==> src/scr_pkg.sv <==
/*
 * Shared constants and types of the serial control register block: register offsets,
 * field layouts, reset values and bit-timing counts.
 * Assumes a 100 MHz system clock and an 8-bit register port with a 3-bit word address.
 */
package scr_pkg;

   localparam int unsigned CLK_HZ = 100_000_000;

   // register offsets on the plain register port
   localparam logic [2:0] CTRL_OFS = 3'h0;
   localparam logic [2:0] MODE_OFS = 3'h1;
   localparam logic [2:0] STAT_OFS = 3'h2;
   localparam logic [2:0] TXD_OFS  = 3'h3;
   localparam logic [2:0] RXD_OFS  = 3'h4;

   typedef struct packed {
      logic tx_empty_irq_en;
      logic rx_irq_en;
      logic tx_enable;
      logic rx_enable;
      logic mp_filter_en;
      logic tx_end_irq_en;
      logic clk_sel_hi;
      logic clk_sel_lo;
   } scr_ctrl_type;

   typedef struct packed {
      logic [4:0] reserved;
      logic       tx_mp_bit;
      logic       multiproc_format;
      logic       sync_mode;
   } scr_mode_type;

   typedef struct packed {
      logic       mp_bit;
      logic [7:0] data;
   } scr_word_type;

   localparam scr_ctrl_type CTRL_RESET = scr_ctrl_type'(8'h00);
   localparam scr_mode_type MODE_RESET = scr_mode_type'(8'h00);

   // status register bit positions
   localparam int unsigned ST_TX_EMPTY = 7;
   localparam int unsigned ST_RX_FULL  = 6;
   localparam int unsigned ST_OVERRUN  = 5;
   localparam int unsigned ST_FRAMING  = 4;
   localparam int unsigned ST_TX_END   = 2;
   localparam int unsigned ST_RX_MP    = 1;

   // bit timing in ticks of the sixteen-times clock
   localparam int unsigned TICKS_PER_BIT = 16;
   localparam logic [3:0]  TICK_LAST     = 4'hF;
   localparam logic [3:0]  TICK_MID      = 4'h7;
   localparam logic [3:0]  TICK_FIRST    = 4'h1;
   localparam logic [3:0]  SYNC_PHASE_FALL = 4'h7;
   localparam logic [3:0]  SYNC_PHASE_RISE = 4'hF;

   // frame lengths in bits and last receive bit indexes
   localparam logic [3:0]  ASYNC_BITS    = 4'hA;
   localparam logic [3:0]  ASYNC_BITS_MP = 4'hB;
   localparam logic [3:0]  SYNC_BITS     = 4'h8;
   localparam logic [3:0]  RX_LAST_IDX   = 4'h8;
   localparam logic [3:0]  RX_LAST_IDX_MP = 4'h9;
   localparam logic [3:0]  SYNC_LAST_IDX = 4'h7;

   localparam logic [10:0] TX_IDLE_LINE  = 11'h7FF;
   localparam logic [9:0]  RX_SH_RESET   = 10'h000;

endpackage : scr_pkg

==> src/scr_serial_control.sv <==
/*
 * Serial control register with its transmitter, receiver and serial clock pin logic.
 * Assumes a plain register port on i_clk, and serial pins (rxd, sck input) that are
 * asynchronous to i_clk and are therefore synchronised before use.
 */
// Design decisions made here: strobed register access and the address map.
// Function
// - the transmit-empty interrupt request is raised only while its enable bit 7 is set.
// - bit 6 enables both the receive-full and the receive-error interrupt requests.
// - bit 5 lets the transmitter run; while it is clear no frame is sent.
// - bit 4 lets the receiver run; while it is clear nothing is received.
// - the multiprocessor filter acts only in asynchronous mode with multiprocessor format on.
// - while filtering, frames with multiprocessor bit 0 are dropped.
// - while filtering, frames with multiprocessor bit 0 set no receive-full, framing or overrun flag.
// - a frame with multiprocessor bit 1 clears the filter enable and is received normally.
// - the transmit-end interrupt request is raised only while its enable bit 2 is set.
// - asynchronous with clock select 00 uses the internal clock and leaves the pin undriven.
// - asynchronous with clock select 01 drives a bit-rate clock out on the pin.
// - asynchronous with clock select 1x takes a sixteen-times bit clock from the pin.
// - synchronous with clock select 0x drives the internal transfer clock on the pin.
// - synchronous with clock select 1x uses the pin as the transfer clock input.
module scr_serial_control #(
   parameter int unsigned BAUD = 115200
) (
   input  wire logic       i_clk,
   input  wire logic       i_rstn,
   input  wire logic [2:0] i_addr,
   input  wire logic [7:0] i_wdata,
   input  wire logic       i_wr,
   input  wire logic       i_rd,
   output logic [7:0]      o_rdata,
   input  wire logic       i_rxd,
   output logic            o_txd,
   input  wire logic       i_sck,
   output logic            o_sck,
   output logic            o_sck_oe,
   output logic            o_tx_empty_irq,
   output logic            o_rx_full_irq,
   output logic            o_rx_error_irq,
   output logic            o_tx_end_irq
);

   localparam int unsigned DIV_RAW = scr_pkg::CLK_HZ / (BAUD * scr_pkg::TICKS_PER_BIT);
   localparam int unsigned DIV16   = (DIV_RAW < 1) ? 1 : DIV_RAW;
   localparam logic [15:0] DIV_LAST = 16'(DIV16 - 1);

   typedef enum logic {TX_IDLE, TX_BUSY} scr_tx_state_type;
   typedef enum logic [1:0] {RX_IDLE, RX_START, RX_BITS} scr_rx_state_type;

   // sticky flag: a hardware set wins over a software clear in the same cycle
   function automatic logic sticky_next(input logic q, input logic set, input logic clr);
      sticky_next = set || (q && !clr);
   endfunction : sticky_next

   scr_pkg::scr_ctrl_type ctrl_q;
   scr_pkg::scr_ctrl_type ctrl_d;
   scr_pkg::scr_mode_type mode_q;
   logic                  overrun_q;
   logic                  framing_q;
   logic [7:0]            rdata_q;
   logic [7:0]            rdata_d;
   logic [1:0]            rxd_s_q;
   logic [1:0]            sck_s_q;
   logic                  sck_d_q;
   logic [15:0]           div_q;
   logic [3:0]            phase_q;
   logic                  sck_q;
   logic                  sck_oe_q;

   scr_tx_state_type      tx_state_q;
   scr_tx_state_type      tx_state_d;
   logic [10:0]           tx_sh_q;
   logic [10:0]           tx_sh_d;
   logic [3:0]            tx_cnt_q;
   logic [3:0]            tx_cnt_d;
   logic [3:0]            tx_tick_q;
   logic [3:0]            tx_tick_d;

   scr_rx_state_type      rx_state_q;
   scr_rx_state_type      rx_state_d;
   logic [9:0]            rx_sh_q;
   logic [9:0]            rx_sh_d;
   logic [3:0]            rx_idx_q;
   logic [3:0]            rx_idx_d;
   logic [3:0]            rx_tick_q;
   logic [3:0]            rx_tick_d;
   logic                  rx_done;

   scr_pkg::scr_word_type txb_data;
   scr_pkg::scr_word_type rxb_out;
   scr_pkg::scr_word_type rx_word;
   scr_pkg::scr_word_type txb_head;
   logic                  txb_ready;
   logic                  txb_valid;
   logic                  rxb_ready;
   logic                  rxb_valid;

   // register decode
   wire wr_ctrl = i_wr && (i_addr == scr_pkg::CTRL_OFS);
   wire wr_mode = i_wr && (i_addr == scr_pkg::MODE_OFS);
   wire wr_stat = i_wr && (i_addr == scr_pkg::STAT_OFS);
   wire wr_txd  = i_wr && (i_addr == scr_pkg::TXD_OFS);
   wire rd_rxd  = i_rd && (i_addr == scr_pkg::RXD_OFS);

   // pin side after synchronisers
   wire rxd      = rxd_s_q[1];
   wire sck_in   = sck_s_q[1];
   wire sck_rise = sck_in && !sck_d_q;
   wire sck_fall = !sck_in && sck_d_q;

   wire async_mode = !mode_q.sync_mode;
   wire mp_frame   = async_mode && mode_q.multiproc_format;
   wire filter_on  = ctrl_q.mp_filter_en && mp_frame;
   wire ext_clk    = ctrl_q.clk_sel_hi;
   wire int_tick   = (div_q == DIV_LAST);
   wire tick16     = ext_clk ? sck_rise : int_tick;
   wire int_fall   = int_tick && (phase_q == scr_pkg::SYNC_PHASE_FALL);
   wire int_rise   = int_tick && (phase_q == scr_pkg::SYNC_PHASE_RISE);
   wire s_fall     = ext_clk ? sck_fall : int_fall;
   wire s_rise     = ext_clk ? sck_rise : int_rise;

   wire tx_busy  = (tx_state_q == TX_BUSY);
   wire tx_load  = !tx_busy && ctrl_q.tx_enable && txb_valid
                   && (async_mode ? tick16 : s_fall);
   wire tx_end   = !tx_busy && !txb_valid;

   // receive outcome of the frame that completes this cycle
   wire rx_stop_ok = !async_mode || (mp_frame ? rx_sh_d[9] : rx_sh_d[8]);
   wire rx_discard = filter_on && !rx_word.mp_bit;
   wire mp_hit     = rx_done && filter_on && rx_word.mp_bit;
   wire rx_accept  = rx_done && !rx_discard;
   wire rx_push    = rx_accept && rx_stop_ok;
   wire set_ovr    = rx_push && !rxb_ready;
   wire set_fer    = rx_accept && !rx_stop_ok;

   assign rx_word.data   = rx_sh_d[7:0];
   assign rx_word.mp_bit = mp_frame && rx_sh_d[8];
   assign txb_data.data   = i_wdata;
   assign txb_data.mp_bit = mode_q.tx_mp_bit;

   // the transmit buffer refuses a write while full; software watches the empty flag
   scr_buf2 #(
      .W ($bits(scr_pkg::scr_word_type))
   ) u_tx_buf (
      .i_clk       (i_clk),
      .i_rstn      (i_rstn),
      .i_in_valid  (wr_txd),
      .o_in_ready  (txb_ready),
      .i_in_data   (txb_data),
      .o_out_valid (txb_valid),
      .i_out_ready (tx_load),
      .o_out_data  (txb_head)
   );

   // a stalled software reader fills this buffer; further frames then overrun
   scr_buf2 #(
      .W ($bits(scr_pkg::scr_word_type))
   ) u_rx_buf (
      .i_clk       (i_clk),
      .i_rstn      (i_rstn),
      .i_in_valid  (rx_push),
      .o_in_ready  (rxb_ready),
      .i_in_data   (rx_word),
      .o_out_valid (rxb_valid),
      .i_out_ready (rd_rxd),
      .o_out_data  (rxb_out)
   );

   // control register: a software write takes priority over the hardware clear
   always_comb begin
      ctrl_d = ctrl_q;
      if (wr_ctrl) begin
         ctrl_d = scr_pkg::scr_ctrl_type'(i_wdata);
      end else if (mp_hit) begin
         ctrl_d.mp_filter_en = 1'b0;
      end
   end

   wire [7:0] stat_word = {txb_ready, rxb_valid, overrun_q, framing_q,
                           1'b0, tx_end, rxb_out.mp_bit, 1'b0};

   always_comb begin
      rdata_d = 8'h00;
      if (i_rd) begin
         case (i_addr)
            scr_pkg::CTRL_OFS: rdata_d = ctrl_q;
            scr_pkg::MODE_OFS: rdata_d = mode_q;
            scr_pkg::STAT_OFS: rdata_d = stat_word;
            scr_pkg::RXD_OFS:  rdata_d = rxb_out.data;
            default:           rdata_d = 8'h00;
         endcase
      end
   end

   // transmitter
   always_comb begin
      tx_state_d = tx_state_q;
      tx_sh_d    = tx_sh_q;
      tx_cnt_d   = tx_cnt_q;
      tx_tick_d  = tx_tick_q;
      case (tx_state_q)
         TX_IDLE: begin
            if (tx_load) begin
               tx_state_d = TX_BUSY;
               // the load tick is not counted; the start bit lasts sixteen further ticks
               tx_tick_d  = 4'h0;
               if (async_mode) begin
                  tx_sh_d  = {1'b1, (mp_frame ? txb_head.mp_bit : 1'b1), txb_head.data, 1'b0};
                  tx_cnt_d = mp_frame ? scr_pkg::ASYNC_BITS_MP : scr_pkg::ASYNC_BITS;
               end else begin
                  tx_sh_d  = {3'h7, txb_head.data};
                  tx_cnt_d = scr_pkg::SYNC_BITS;
               end
            end
         end
         TX_BUSY: begin
            if (!ctrl_q.tx_enable) begin
               tx_state_d = TX_IDLE;
               tx_sh_d    = scr_pkg::TX_IDLE_LINE;
            end else if (async_mode) begin
               if (tick16) begin
                  tx_tick_d = tx_tick_q + 4'h1;
                  if (tx_tick_q == scr_pkg::TICK_LAST) begin
                     tx_sh_d  = {1'b1, tx_sh_q[10:1]};
                     tx_cnt_d = tx_cnt_q - 4'h1;
                     if (tx_cnt_q == 4'h1) begin
                        tx_state_d = TX_IDLE;
                     end
                  end
               end
            end else begin
               if (s_fall) begin
                  tx_sh_d = {1'b1, tx_sh_q[10:1]};
               end
               if (s_rise) begin
                  tx_cnt_d = tx_cnt_q - 4'h1;
                  if (tx_cnt_q == 4'h1) begin
                     tx_state_d = TX_IDLE;
                     tx_sh_d    = scr_pkg::TX_IDLE_LINE;
                  end
               end
            end
         end
         default: begin
            tx_state_d = TX_IDLE;
            tx_sh_d    = scr_pkg::TX_IDLE_LINE;
         end
      endcase
   end

   // receiver; in synchronous mode with internal clock it samples on every internal rise, sending or not
   always_comb begin
      rx_state_d = rx_state_q;
      rx_sh_d    = rx_sh_q;
      rx_idx_d   = rx_idx_q;
      rx_tick_d  = rx_tick_q;
      rx_done    = 1'b0;
      if (!ctrl_q.rx_enable) begin
         rx_state_d = RX_IDLE;
         rx_idx_d   = 4'h0;
      end else if (!async_mode) begin
         if (s_rise) begin
            rx_sh_d[rx_idx_q] = rxd;
            rx_idx_d = rx_idx_q + 4'h1;
            if (rx_idx_q == scr_pkg::SYNC_LAST_IDX) begin
               rx_done  = 1'b1;
               rx_idx_d = 4'h0;
            end
         end
      end else begin
         case (rx_state_q)
            RX_IDLE: begin
               if (tick16 && !rxd) begin
                  rx_state_d = RX_START;
                  rx_tick_d  = scr_pkg::TICK_FIRST;
               end
            end
            RX_START: begin
               if (tick16) begin
                  rx_tick_d = rx_tick_q + 4'h1;
                  if (rx_tick_q == scr_pkg::TICK_MID) begin
                     // a start bit gone by mid-bit was a glitch
                     rx_state_d = rxd ? RX_IDLE : RX_BITS;
                     rx_tick_d  = 4'h0;
                     rx_idx_d   = 4'h0;
                  end
               end
            end
            RX_BITS: begin
               if (tick16) begin
                  rx_tick_d = rx_tick_q + 4'h1;
                  if (rx_tick_q == scr_pkg::TICK_LAST) begin
                     rx_sh_d[rx_idx_q] = rxd;
                     rx_idx_d = rx_idx_q + 4'h1;
                     if (rx_idx_q == (mp_frame ? scr_pkg::RX_LAST_IDX_MP
                                               : scr_pkg::RX_LAST_IDX)) begin
                        rx_done    = 1'b1;
                        rx_state_d = RX_IDLE;
                        rx_idx_d   = 4'h0;
                     end
                  end
               end
            end
            default: begin
               rx_state_d = RX_IDLE;
            end
         endcase
      end
   end

   always_ff @(posedge i_clk or negedge i_rstn) begin
      if (!i_rstn) begin
         ctrl_q    <= scr_pkg::CTRL_RESET;
         mode_q    <= scr_pkg::MODE_RESET;
         overrun_q <= 1'b0;
         framing_q <= 1'b0;
         rdata_q   <= 8'h00;
      end else begin
         ctrl_q    <= ctrl_d;
         rdata_q   <= rdata_d;
         if (wr_mode) begin
            mode_q <= scr_pkg::scr_mode_type'({5'h00, i_wdata[2:0]});
         end
         overrun_q <= sticky_next(overrun_q, set_ovr,
                                  wr_stat && !i_wdata[scr_pkg::ST_OVERRUN]);
         framing_q <= sticky_next(framing_q, set_fer,
                                  wr_stat && !i_wdata[scr_pkg::ST_FRAMING]);
      end
   end

   always_ff @(posedge i_clk or negedge i_rstn) begin
      if (!i_rstn) begin
         rxd_s_q <= 2'h3;
         // reset to the pin's idle-high level so no false edge follows reset
         sck_s_q <= 2'h3;
         sck_d_q <= 1'b1;
         div_q   <= 16'h0000;
         phase_q <= 4'h0;
      end else begin
         rxd_s_q <= {rxd_s_q[0], i_rxd};
         sck_s_q <= {sck_s_q[0], i_sck};
         sck_d_q <= sck_in;
         div_q   <= int_tick ? 16'h0000 : div_q + 16'h0001;
         if (int_tick) begin
            phase_q <= phase_q + 4'h1;
         end
      end
   end

   always_ff @(posedge i_clk or negedge i_rstn) begin
      if (!i_rstn) begin
         tx_state_q <= TX_IDLE;
         tx_sh_q    <= scr_pkg::TX_IDLE_LINE;
         tx_cnt_q   <= 4'h0;
         tx_tick_q  <= 4'h0;
         rx_state_q <= RX_IDLE;
         rx_sh_q    <= scr_pkg::RX_SH_RESET;
         rx_idx_q   <= 4'h0;
         rx_tick_q  <= 4'h0;
      end else begin
         tx_state_q <= tx_state_d;
         tx_sh_q    <= tx_sh_d;
         tx_cnt_q   <= tx_cnt_d;
         tx_tick_q  <= tx_tick_d;
         rx_state_q <= rx_state_d;
         rx_sh_q    <= rx_sh_d;
         rx_idx_q   <= rx_idx_d;
         rx_tick_q  <= rx_tick_d;
      end
   end

   // serial clock pin: bit-rate clock is high in the first half of each phase cycle
   wire async_out = async_mode && !ctrl_q.clk_sel_hi && ctrl_q.clk_sel_lo;
   wire sync_out  = !async_mode && !ctrl_q.clk_sel_hi;
   wire sck_oe_d  = async_out || sync_out;
   wire sck_d     = async_out ? !phase_q[3]
                  : (sync_out ? !(tx_busy && phase_q[3]) : 1'b1);

   always_ff @(posedge i_clk or negedge i_rstn) begin
      if (!i_rstn) begin
         sck_q    <= 1'b1;
         sck_oe_q <= 1'b0;
      end else begin
         sck_q    <= sck_d;
         sck_oe_q <= sck_oe_d;
      end
   end

   assign o_rdata  = rdata_q;
   assign o_txd    = tx_sh_q[0];
   assign o_sck    = sck_q;
   assign o_sck_oe = sck_oe_q;

   // requests follow their conditions combinationally so a clear drops them at once
   assign o_tx_empty_irq = txb_ready && ctrl_q.tx_empty_irq_en;
   assign o_rx_full_irq  = rxb_valid && ctrl_q.rx_irq_en;
   assign o_rx_error_irq = (overrun_q || framing_q) && ctrl_q.rx_irq_en;
   assign o_tx_end_irq   = tx_end && ctrl_q.tx_end_irq_en;

endmodule : scr_serial_control

==> src/scr_buf2.sv <==
/*
 * Two-entry buffer with valid and ready on both sides.
 * Assumes the filling and draining sides run on the same clock as the buffer.
 */
module scr_buf2 #(
   parameter int unsigned W = 9
) (
   input  wire logic         i_clk,
   input  wire logic         i_rstn,
   input  wire logic         i_in_valid,
   output logic              o_in_ready,
   input  wire logic [W-1:0] i_in_data,
   output logic              o_out_valid,
   input  wire logic         i_out_ready,
   output logic [W-1:0]      o_out_data
);

   logic [W-1:0] mem_q [2];
   logic [1:0]   count_q;
   logic [1:0]   count_d;
   logic         wp_q;
   logic         rp_q;

   wire push = i_in_valid && o_in_ready;
   wire pop  = o_out_valid && i_out_ready;

   assign o_in_ready  = (count_q != 2'h2);
   assign o_out_valid = (count_q != 2'h0);
   assign o_out_data  = mem_q[rp_q];

   always_comb begin
      count_d = count_q;
      if (push && !pop) begin
         count_d = count_q + 2'h1;
      end else if (pop && !push) begin
         count_d = count_q - 2'h1;
      end
   end

   always_ff @(posedge i_clk or negedge i_rstn) begin
      if (!i_rstn) begin
         count_q  <= 2'h0;
         wp_q     <= 1'b0;
         rp_q     <= 1'b0;
         mem_q[0] <= '0;
         mem_q[1] <= '0;
      end else begin
         count_q <= count_d;
         if (push) begin
            mem_q[wp_q] <= i_in_data;
            wp_q        <= !wp_q;
         end
         if (pop) begin
            rp_q <= !rp_q;
         end
      end
   end

endmodule : scr_buf2

==> config.mk <==
export PLATFORM = sky130hd
export DESIGN_NAME = scr_serial_control
export DESIGN_NICKNAME = d
export VERILOG_FILES = /design/src/scr_pkg.sv /design/src/scr_serial_control.sv /design/src/scr_buf2.sv
export SDC_FILE = /design/constraint.sdc
export NUM_CORES = 1
export LEC_CHECK = 0
export BUFFER_PORTS_ARGS = -buffer_cell sky130_fd_sc_hd__buf_2
export CORE_MARGIN = 8
export CORE_UTILIZATION = 59
export DETAILED_ROUTE_END_ITERATION = 12
export HOLD_SLACK_MARGIN = 0.06
export PLACE_DENSITY = 0.77
export SLEW_MARGIN = 20
export SYNTH_ARGS = -nofsm -noshare
export SYNTH_HDL_FRONTEND = slang
export SYNTH_SLANG_ARGS = --single-unit
==> constraint.sdc <==
create_clock -name i_clk -period 3.65 [get_ports i_clk]
set_input_delay 0.1825 -clock i_clk [delete_from_list [all_inputs] [get_ports i_clk]]
set_output_delay 0.1825 -clock i_clk [all_outputs]
set_load 0.02 [all_outputs]
==> impl_metrics.csv, run 1 <==
group,metric,value,unit
yosys,ys_warn_count,0,
placed_design,place_area,7070,um2
power,p_switching,1580,uW
finish,layout-area-overhead-vs-synth,14.9,%
route,dr.pass1.iters,5,
timing,max_slew.worst_pin.slew,0.839,ns
floorplan,io_pins,32,
route,drt_iter0_drc,355,
setup_path,crit_arrival,3.41,ns
setup_path,cpPeakStageDelay,0.41,ns
setup_path,r2r_cells,13,
timing,drv_slew,0,
finish,antenna_cells,0,
yosys,synth_adder_area_share,2.96,%
placed_design,hpwlAfterDp,10200,um
power,p_seq_share,40.4,%
yosys,synthSimpleGateAreaFrac,16.6,%
global_routing,grt_max_degree,85,
setup_path,rrSetupSlack,0.54,ns
setup_path,r2r-end,"u_rx_buf.count_q[1]$_DFFE_PN0P_",
yosys,ys_ff_latch,132,
power,leakage,0.00353,uW
hold_path,hold_class,"in -> reg",
floorplan,core_area,11300,um2
clock_tree,numCtsBuffers,17,
clock_tree,cts-root-buf,"clkbuf_16",
timing,grt_setup_unrepaired,"false",
finish,register_area,3320,um2
setup_path,cp.required,3.95,ns
yosys,yosysTopAreaCell,"dfrtp_1",
floorplan,die_w,123,um
flow_run,cap_violations,0,
floorplan,die_h,123,um
yosys,synth_cell_types,67,
timing,skew,0.00680,ns
route,drt_wl_total,15100,um
power,clkPwrFrac,35.8,%
clock_tree,cts_tree,"built",
setup_path,crit_path_end_kind,"flop",
finish,nFillCells,843,
floorplan,initial_core_util,59.8,%
timing,timing.final.crit_share,85.1,%
yosys,ys_async_sr_fraction,100,%
timing,hold_slack,0.0754,ns
yosys,synthCells,634,
timing,finalHoldViolations,0,
yosys,synth_compound_area_share,11.6,%
route,wl_per_cell,18.1,um
power,pwr-share-comb,23.8,%
clock_tree,clockBufferDepth,2,
yosys,syn_avg_cell_area,10.7,um2
yosys,synth_edf_count,0,
clock_tree,cts.clk_slew.worst_paths,0.06,ns
setup_path,crit_chain,"inv_1 -> ha_1 -> and4bb_2 -> nand4_1 -> buf_4 -> a211oi_2 -> mux2_2 -> or3_1 -> nor2_1 -> ha_1 -> xor2_1 -> nor2_1 -> xor2_1",
global_routing,overflow,0,
finish,layout-drive-gt1-share,23.1,%
yosys,ys.flop_type,"dfrtp_1",
route,drc,0,
setup_path,crit_type,"reg -> reg",
hold_path,hold_path_depth,3,
timing,finalSetupViolCount,0,
placed_design,io_buffers,31,
global_routing,grt_pass1_wl,25100,um
yosys,synth_xor_area_share,3.88,%
setup_path,r2r_start,"div_q[1]$_DFF_PN0_",
yosys,synth_area,6770,um2
setup_path,worst_setup_path_start_kind,"flop",
run_status,outcome,"completed",
timing,fin_crit,3.11,ns
power,p_int,3420,uW
power,power_density,642,nW/um2
yosys,yosysSeqAreaShare,49.1,%
clock_tree,clk-insertion-delay-late,0.42,ns
power,netSwitchingFraction,31.6,%
power,vdd_ir_drop_max,0.611,mV
clock_tree,clkSinkCount,132,
timing,fmax,0.322,GHz
yosys,yosysTopAreaCellShare,42.5,%
hold_path,hold_start,"i_wdata[4]",
route,ant_nets,0,
global_routing,grt_usage,21.0,%
yosys,synth_top_family_by_area,"simple AND/OR/NAND/NOR gates",
finish,multiInputGateArea,3290,um2
placed_design,place_congestion,0.875,
timing,tns,0,ns
finish,finalInstanceArea,7780,um2
setup_path,crit_slowest_cell,"mux2_2",
floorplan,dieArea,15200,um2
clock_tree,cts-htree-levels,4,
yosys,ys_top_cells_by_area,"dfrtp_1 (42%), mux2_2 (8.8%), dfstp_2 (6.6%)",
yosys,muxShareOfSynthArea,13.5,%
setup_path,worstPathMaxFanout,11,
route,viasPerCell,6.06,
timing,relSlewSlack,43.9,%
global_routing,grt_antenna_before_repair,0,
route,via_count,5036,
floorplan,core.rowCount,39,
finish,nets,708,
hold_path,hold_end,"ctrl_q[4]$_DFFE_PN0P_",
yosys,synthesis.nets,667,
global_routing,grt_pass1_vias,5148,
-- power groups by stage --
stage	Combinational (uW)	Sequential [uW]	Clock, uW
floorplan	972	1910	0
global placement	1120	2020	0
detailed placement	1170	2030	0
CTS	1190	2010	1810
global route	1310	2050	1880
finish	1190	2020	1790
-- how the worst max path moves through the flow --
stage / startpoint / to / slack [ns] / depth (start not counted)
floorplan: div_q[1]$_DFF_PN0_ / u_rx_buf.count_q[1]$_DFFE_PN0P_ / 0.86 / 13
global placement: div_q[1]$_DFF_PN0_ / u_rx_buf.mem_q[12]$_DFFE_PN0P_ / 0.72 / 11
detailed placement: div_q[7]$_DFF_PN0_ / u_rx_buf.mem_q[15]$_DFFE_PN0P_ / 0.64 / 9
CTS: div_q[1]$_DFF_PN0_ / u_rx_buf.mem_q[15]$_DFFE_PN0P_ / 0.55 / 11
global route: div_q[1]$_DFF_PN0_ / u_rx_buf.mem_q[9]$_DFFE_PN0P_ / 0.34 / 11
finish: div_q[1]$_DFF_PN0_ / u_rx_buf.count_q[1]$_DFFE_PN0P_ / 0.54 / 13
-- synthesized netlist by cell type (5+ instances only) --
library cell  instances
dfrtp_1             115
nor2_1               65
mux2_2               53
nand2_1              39
o21ai_0              36
nand3_1              27
a21oi_1              21
mux2i_1              20
nor3_1               20
clkbuf_1             17
dfstp_2              17
ha_1                 16
inv_1                16
xnor2_1              16
nor2b_1              15
xor2_1               14
mux2_1                9
a211oi_1              8
nand3b_1              7
a31oi_1               6
and3_1                5
nand4_1               5
nor3b_1               5
o22a_1                5
-- registers in the layout, indices dropped and copies added, names as in the netlist, 7 cells and up --
signal and count:
u_tx_buf.mem_q 18, o_rdata 8, tx_sh_q 11, ctrl_q 7
u_rx_buf.mem_q 18, div_q 16, rx_sh_q 10
-- kinds of logic (layout without fill, tap and decap cells) --
logic type / count (synthesis) / in the layout
compound gates: 115 / 115
mux: 83 / 83
buf+inv: 40 / 94
flops: 132 / 132
xor+xnor: 30 / 30
simple gates: 218 / 218
fa+ha+maj: 16 / 16
-- layer usage --
metal,vias to the layer above,global-route usage [%],wire (um)
met5,-,0,0
met3,35,4.93,720
li1,2348,-,-
met2,153,34.2,7360
met4,0,8.50,333
met1,2500,26.7,6660
-- worst max-delay path: cells and delay by family (launching register included) --
kind	cells	cell delay (ns)
AND/OR/NAND/NOR	5	0.96
multiplexers	1	0.41
flip-flops	1	0.40
adder cells (fa/ha/maj)	2	0.34
XOR/XNOR	2	0.30
buffers and inverters	2	0.28
AO/OA/AOI/OAI	1	0.28
-- area by class of cell --
| class | instances | share of cell area, % |
|---|---|---|
| Clock inverter | 13 | 2.22 |
| Clock buffer | 19 | 5.82 |
| Sequential cell | 132 | 42.7 |
| Multi-Input combinational cell | 462 | 42.3 |
| Timing Repair Buffer | 46 | 3.92 |
| Tap cell | 143 | 2.30 |
| Inverter | 16 | 0.772 |
-- metrics by stage --
stage | total power (uW) | std cells | utilization [%] | setup slack [ns]
3_3_place_gp | 3130 | 790 | 62.4 | 0.724
6_report | 5000 | 831 | 68.7 | 0.543
3_5_place_dp | 3200 | 790 | 62.4 | 0.638
5_1_grt | 5240 | 831 | 68.7 | 0.335
4_1_cts | 5010 | 831 | 68.7 | 0.546
2_1_floorplan | 2880 | 634 | - | 0.861
-- cells in the final DEF, fill, tap and decap left out, types with 3 or more instances in the layout --
master           n
buf_4            6
clkinvlp_4       3
o22a_1           5
inv_1           16
o21ai_0         36
nor2_1          65
nand2_1         39
xor2_1          14
nand2b_1         4
dfrtp_1        115
xnor2_1         16
and3_1           5
or3_1            3
nor2b_1         15
nor3_1          20
a21o_1           3
mux2_2          53
ha_1            16
dlygate4sd3_1    9
dfstp_2         17
nand3_1         27
o21a_1           4
mux2_1           9
bufinv_16        3
nand3b_1         7
clkbuf_16       17
clkinv_4         3
mux2i_1         20
a211oi_1         8
a31oi_1          6
and4_1           3
and2_1           4
a21oi_1         21
nand4b_1         4
o21ba_2          4
nand4_1          5
nor3b_1          5
buf_2           30
-- what timing repair did --
item                      in CTS  in global routing
hold buffers                   9                  0
hold endpoints to repair      62                  0
setup buffers                  0                  0
gates resized for setup        0                  0
(Power assumes the default switching activity.)
==> run 2: changes to the inputs <==
- ABC_AREA: unset -> 1
==> run 2 against run 1 <==
Net effect:
- sequential share of layout area shrank 0.70 points
- clock skew increased by 0.0012 ns
- combinational power grew 39%
- largest cell class unchanged
- highest routed layer unchanged
- worst setup slack gained 0.44 ns
- maximum frequency grew 16%
- register-to-register slack improved by 0.44 ns
- power rose by 12%
==> impl_metrics.csv, run 2 <==
group,metric,value,unit
clock_tree,clk-insertion-delay-late,0.43,ns
power,vdd_ir_drop_max,0.568,mV
setup_path,r2r_cells,13,
hold_path,hold_class,"in -> reg",
global_routing,grt_pass1_vias,5837,
floorplan,io_pins,32,
route,ant_nets,0,
route,via_count,5912,
power,p_int,3550,uW
yosys,syn_avg_cell_area,8.16,um2
clock_tree,cts-root-buf,"clkbuf_16",
yosys,ys_top_cells_by_area,"dfrtp_1 (42%), nand2_1 (13%), dfstp_2 (6.5%)",
power,p_switching,2040,uW
timing,finalSetupViolCount,0,
route,dr.pass1.iters,5,
run_status,outcome,"completed",
setup_path,rrSetupSlack,0.98,ns
power,pwr-share-comb,29.5,%
global_routing,grt_antenna_before_repair,0,
setup_path,crit_path_end_kind,"flop",
timing,max_slew.worst_pin.slew,0.917,ns
placed_design,io_buffers,31,
hold_path,hold_path_depth,5,
floorplan,dieArea,15400,um2
setup_path,worst_setup_path_start_kind,"flop",
finish,fin_util,69.3,%
clock_tree,cts.clk_slew.worst_paths,0.06,ns
timing,timing.final.crit_share,73.1,%
route,drt_wl_total,15900,um
flow_run,cap_violations,0,
setup_path,cp.required,3.95,ns
timing,drv_slew,0,
yosys,synth_cell_types,56,
timing,tns,0,ns
placed_design,place_area,7150,um2
floorplan,die_w,124,um
finish,nets,925,
setup_path,crit_arrival,2.97,ns
global_routing,grt_pass1_wl,27300,um
placed_design,place_ws,0.997,ns
floorplan,core_area,11400,um2
yosys,synth_edf_count,0,
finish,final_cell_mix,"nand2_1 (236), dfrtp_1 (115), inv_1 (95)",
clock_tree,clockBufferDepth,2,
timing,finalHoldViolations,0,
timing,fin_ws,0.980,ns
yosys,yosysSeqAreaShare,48.3,%
timing,relSlewSlack,38.9,%
global_routing,overflow,0,
yosys,ys_top_cells_by_count,"nand2_1 (236), dfrtp_1 (115), inv_1 (95)",
setup_path,worstPathMaxFanout,11,
route,wl_per_cell,15.2,um
hold_path,hold_start,"i_addr[2]",
finish,mostFrequentLayoutCell,"nand2_1",
timing,grt_setup_unrepaired,"false",
clock_tree,cts_tree,"built",
route,viasPerCell,5.64,
finish,finalInstanceArea,7910,um2
timing,skew,0.00797,ns
yosys,yosysTopAreaCell,"dfrtp_1",
yosys,synthCells,843,
timing,fmax,0.375,GHz
floorplan,die_h,124,um
yosys,yosysTopAreaCellShare,41.8,%
power,clkPwrFrac,32.1,%
yosys,ys_ff_latch,132,
setup_path,r2r-end,"u_tx_buf.count_q[1]$_DFFE_PN0P_",
yosys,ys_async_sr_fraction,100,%
hold_path,hold_end,"overrun_q$_DFF_PN0_",
power,netSwitchingFraction,36.5,%
placed_design,place_congestion,1.01,
finish,layout-drive-gt1-share,14.7,%
global_routing,grt_max_degree,74,
clock_tree,cts-htree-levels,4,
setup_path,r2r_start,"div_q[1]$_DFF_PN0_",
finish,nFillCells,871,
route,drt_iter0_drc,558,
floorplan,initial_core_util,60.3,%
timing,fin_crit,2.67,ns
power,p_seq_share,38.4,%
placed_design,hpwlAfterDp,11100,um
finish,layout-area-overhead-vs-synth,15.0,%
route,drc,0,
yosys,synth.most_common_cell,"nand2_1",
clock_tree,clkSinkCount,132,
yosys,ys_warn_count,0,
yosys,ys.flop_type,"dfrtp_1",
yosys,synth_area,6880,um2
clock_tree,post_cts_resized,0,
finish,antenna_cells,0,
global_routing,grt_usage,22.5,%
power,power_density,707,nW/um2
power,leakage,0.00389,uW
clock_tree,numCtsBuffers,17,
yosys,synthesis.nets,876,
finish,top_regs,"u_rx_buf.mem_q (18), u_tx_buf.mem_q (18), div_q (16)",
setup_path,crit_type,"reg -> reg",
floorplan,core.rowCount,39,
[run 2: changes by cell type after synthesis, moves of 9 or more]
cell / previous run / this run
inv_1: 16 / 95
mux2_1: 9 / 0
mux2_2: 53 / 1
mux2i_1: 20 / 1
nand2_1: 39 / 236
nand3_1: 27 / 44
nand4_1: 5 / 28
nor2b_1: 15 / 0
nor3_1: 20 / 8
o21ai_0: 36 / 48
o21ai_1: 1 / 13
xnor2_1: 16 / 5
[run 2: kinds of logic (layout without fill, tap and decap cells)]
family | Yosys count | count (layout) | share of synthesized area (%)
AND/OR/NAND/NOR | 429 | 429 | 28.4
flip-flops | 132 | 132 | 48.3
AO/OA/AOI/OAI | 126 | 126 | 11.1
buffers and inverters | 123 | 185 | 7.09
adder cells (fa/ha/maj) | 16 | 16 | 2.91
XOR/XNOR | 15 | 15 | 1.91
multiplexers | 2 | 2 | 0.309
[run 2: critical path: stages (launching register included)]
cell,delay (ns)
dfrtp_1,0.39
inv_1,0.06
ha_1,0.13
nand3_1,0.09
nor2_1,0.20
nand2_4,0.14
nor3_2,0.16
a31oi_1,0.15
nand2_2,0.24
nand3_4,0.17
ha_1,0.36
a21oi_1,0.15
o21ai_0,0.14
xor2_1,0.16
[run 2: per-layer routing]
layer / track usage, % / up-vias / part of all wire, %
met5: 0 / - / 0
met4: 9.67 / 0 / 2.3
met3: 5.49 / 37 / 5.3
met2: 37.3 / 177 / 51
met1: 27.6 / 2854 / 42
li1: - / 2844 / -
[run 2: cell type report]
| type | instances | area [um2] | share of cell area, % |
|---|---|---|---|
| well taps | 143 | 179 | 2.26 |
| clock inverters | 11 | 149 | 1.88 |
| repair buffers | 47 | 310 | 3.92 |
| clock buffers | 21 | 480 | 6.07 |
| inverters | 106 | 399 | 5.05 |
| flip-flops and latches | 132 | 3320 | 42.0 |
| multi-input cells | 588 | 3070 | 38.8 |
[run 2: how the worst max path moves through the flow]
stage	slack, ns	cells after the start	endpoint	startpoint
3_3_place_gp	1.15	16	u_rx_buf.count_q[1]$_DFFE_PN0P_	div_q[1]$_DFF_PN0_
3_5_place_dp	1.0	16	u_rx_buf.count_q[1]$_DFFE_PN0P_	div_q[1]$_DFF_PN0_
4_1_cts	1.0	16	u_rx_buf.count_q[1]$_DFFE_PN0P_	div_q[1]$_DFF_PN0_
5_1_grt	0.72	15	u_rx_buf.count_q[1]$_DFFE_PN0P_	rx_idx_q[0]$_DFFE_PN0P_
6_report	0.98	13	u_tx_buf.count_q[1]$_DFFE_PN0P_	div_q[1]$_DFF_PN0_
2_1_floorplan	1.29	16	u_rx_buf.count_q[1]$_DFFE_PN0P_	div_q[1]$_DFF_PN0_
[run 2: repair_timing]
| item | 4_1_cts | 5_1_grt |
|---|---|---|
| setup buffers | 0 | 0 |
| hold endpoints to repair | 77 | 0 |
| hold buffers | 13 | 0 |
[run 2: power by group through the flow]
stage                     Clock, uW  Combinational, uW  Sequential, uW
after global placement            0               1550            2130
after CTS                      1820               1640            2140
after detailed placement          0               1610            2150
final                          1790               1650            2150
after floorplan                   0               1310            2040
after global routing           1870               1880            2190
[run 2: through the flow]
stage / hold slack [ns] / total power (uW) / std cells
2_1_floorplan: -0.113 / 3350 / 843
3_3_place_gp: 0.291 / 3680 / 1003
3_5_place_dp: 0.293 / 3770 / 1003
4_1_cts: 0.147 / 5600 / 1048
5_1_grt: 0.222 / 5950 / 1048
6_report: 0.166 / 5590 / 1048
==> run 3: changes to the inputs <==
- CORE_UTILIZATION: 59 -> 56
- clock period: 3.65 -> 2.3 ns (I/O delays scaled with it)
==> run 3 against run 2 <==
Net effect:
- the flow now finishes with violations (negative setup slack)
- design area rose by 8.4%
- sequential cell count did not move
- hold slack got worse by 0.056 ns
- critical path type unchanged
- largest cell class unchanged
- highest routed layer unchanged
==> impl_metrics.csv, run 3 (synthesized netlist as in run 2, its figures left out) <==
group,metric,value,unit
setup_path,worst_setup_path_start_kind,"flop",
finish,top_regs,"u_rx_buf.mem_q (18), u_tx_buf.mem_q (18), div_q (16)",
clock_tree,clockBufferDepth,2,
clock_tree,clkSinkCount,132,
clock_tree,cts-root-buf,"clkbuf_16",
floorplan,die_w,127,um
timing,grt_setup_unrepaired,"true",
route,wl_per_cell,15.2,um
finish,layout-area-overhead-vs-synth,24.6,%
clock_tree,cts_tree,"built",
timing,drv_slew,0,
placed_design,hpwlAfterDp,11200,um
floorplan,core.rowCount,40,
finish,layout-drive-gt1-share,23.1,%
route,drc,0,
timing,timing.final.crit_share,106,%
setup_path,r2r_cells,16,
placed_design,io_buffers,31,
placed_design,place_congestion,0.886,
power,leakage,0.00422,uW
setup_path,cp.required,2.59,ns
floorplan,dieArea,16100,um2
route,viasPerCell,5.47,
run_status,outcome,"finished, violations left",
timing,fin_crit,2.44,ns
floorplan,core_area,12000,um2
timing,finalSetupViolCount,21,
floorplan,die_h,127,um
route,wl_met1,7360,um
hold_path,hold_class,"in -> reg",
flow_run,cap_violations,0,
route,ant_nets,0,
timing,relSlewSlack,56.2,%
route,via_count,6084,
timing,finalHoldViolations,0,
route,wl_met3,843,um
timing,max_slew.worst_pin.slew,0.657,ns
timing,fin_ws,-0.138,ns
route,met2_length,8360,um
hold_path,hold_path_depth,5,
global_routing,grt_max_degree,71,
global_routing,grt_pass1_vias,5749,
setup_path,crit_path_end_kind,"flop",
route,drt_iter0_drc,521,
clock_tree,clk-insertion-delay-late,0.42,ns
power,power_density,1050,nW/um2
route,dr.pass1.iters,6,
finish,final_cell_mix,"nand2_1 (224), dfrtp_1 (115), inv_1 (90)",
power,vdd_ir_drop_max,0.660,mV
global_routing,overflow,0,
timing,skew,0.00883,ns
setup_path,crit_arrival,2.73,ns
clock_tree,cts-htree-levels,4,
finish,post_layout_nonfiller_instances,1112,
timing,tns,-1.46,ns
global_routing,grt_usage,20.8,%
clock_tree,numCtsBuffers,17,
global_routing,grt_pass1_wl,27100,um
placed_design,place_inst,1050,
floorplan,initial_core_util,57.3,%
global_routing,grt_antenna_before_repair,1,
finish,fin_util,71.4,%
route,top_layer,"met4",
power,p_total,9040,uW
finish,nets,986,
route,drt_wl_total,16900,um
run_status,violations,"negative setup slack",
finish,mostFrequentLayoutCell,"nand2_1",
timing,fmax,0.410,GHz
setup_path,crit_type,"reg -> reg",
floorplan,io_pins,32,
setup_path,worstPathMaxFanout,4,
clock_tree,cts.clk_slew.worst_paths,0.06,ns
-- run 3: changes by cell type in the layout (fill, tap and decap cells not counted), sizes merged --
cell,delta
inv,-1
buf,+59
nand3,+1
clkinv,+1
clkinvlp,-1
bufinv,-2
clkbuf,+2
diode,+1
-- run 3: final timing paths --
kind                            slack, ns                              end                  from
worst max-delay path                -0.14  u_rx_buf.count_q[1]$_DFFE_PN0P_    div_q[1]$_DFF_PN0_
worst min-delay path                 0.11              overrun_q$_DFF_PN0_             i_addr[2]
worst max register to register      -0.14  u_rx_buf.count_q[1]$_DFFE_PN0P_    div_q[1]$_DFF_PN0_
worst min register to register       0.35             sck_s_q[1]$_DFF_PN1_  sck_s_q[0]$_DFF_PN1_
max in group asynchronous            1.35             sck_s_q[1]$_DFF_PN1_                i_rstn
min in group asynchronous            0.28         rx_tick_q[0]$_DFFE_PN0P_                i_rstn
-- run 3: final cells by class --
type / instances / area (um2)
Antenna cell: 1 / 2.50
Clock buffer: 22 / 454
Clock inverter: 8 / 81.3
Fill cell: 869 / 3440
Inverter: 106 / 399
Multi-Input combinational cell: 589 / 3280
Sequential cell: 132 / 3320
Tap cell: 147 / 184
Timing Repair Buffer: 107 / 852
-- run 3: layer usage --
layer,vias up,GRT usage (%)
met4,0,6.72
met2,183,33.8
met3,47,5.32
li1,2971,-
met5,-,0
met1,2883,26.7
-- run 3: timing repair --
item                                    CTS  global route
endpoints found under the setup margin    2            44
pin swaps                                 9            35
gates cloned                              0             2
gates resized for setup                   9            48
hold buffers                             13             0
hold endpoints to repair                 84             0
setup buffers                            12             4
-- run 3: worst max-delay path: stages, from the launching register on --
cell     delay (ns)
dfrtp_1        0.37
inv_1          0.06
ha_2           0.19
nand3_4        0.09
nor2_4         0.14
nand2_4        0.09
nand2_4        0.09
nand3_1        0.07
nand2_1        0.09
nand3_2        0.12
nand4_2        0.13
nand2_2        0.08
nor3_2         0.16
ha_1           0.26
a21oi_1        0.13
o21ai_1        0.09
xor2_1         0.15
-- run 3: report_power, final --
part / leakage [uW] / switching [uW] / total (uW) / internal, uW
sequential: 0.00167 / 382 / 3320 / 2930
combinational: 0.00229 / 2000 / 3250 / 1250
clock: 0.000256 / 969 / 2470 / 1500
total: 0.00422 / 3360 / 9040 / 5680
-- run 3: per-stage QoR --
step	worst slack (ns)	hold WS, ns	cell area (um2)
finish	-0.138	0.110	8570
global placement	0.0135	0.166	7520
global route	-0.268	0.159	8570
CTS	-0.0277	0.0857	8310
detailed placement	-0.0666	0.167	7520
floorplan	0.0169	-0.181	6900
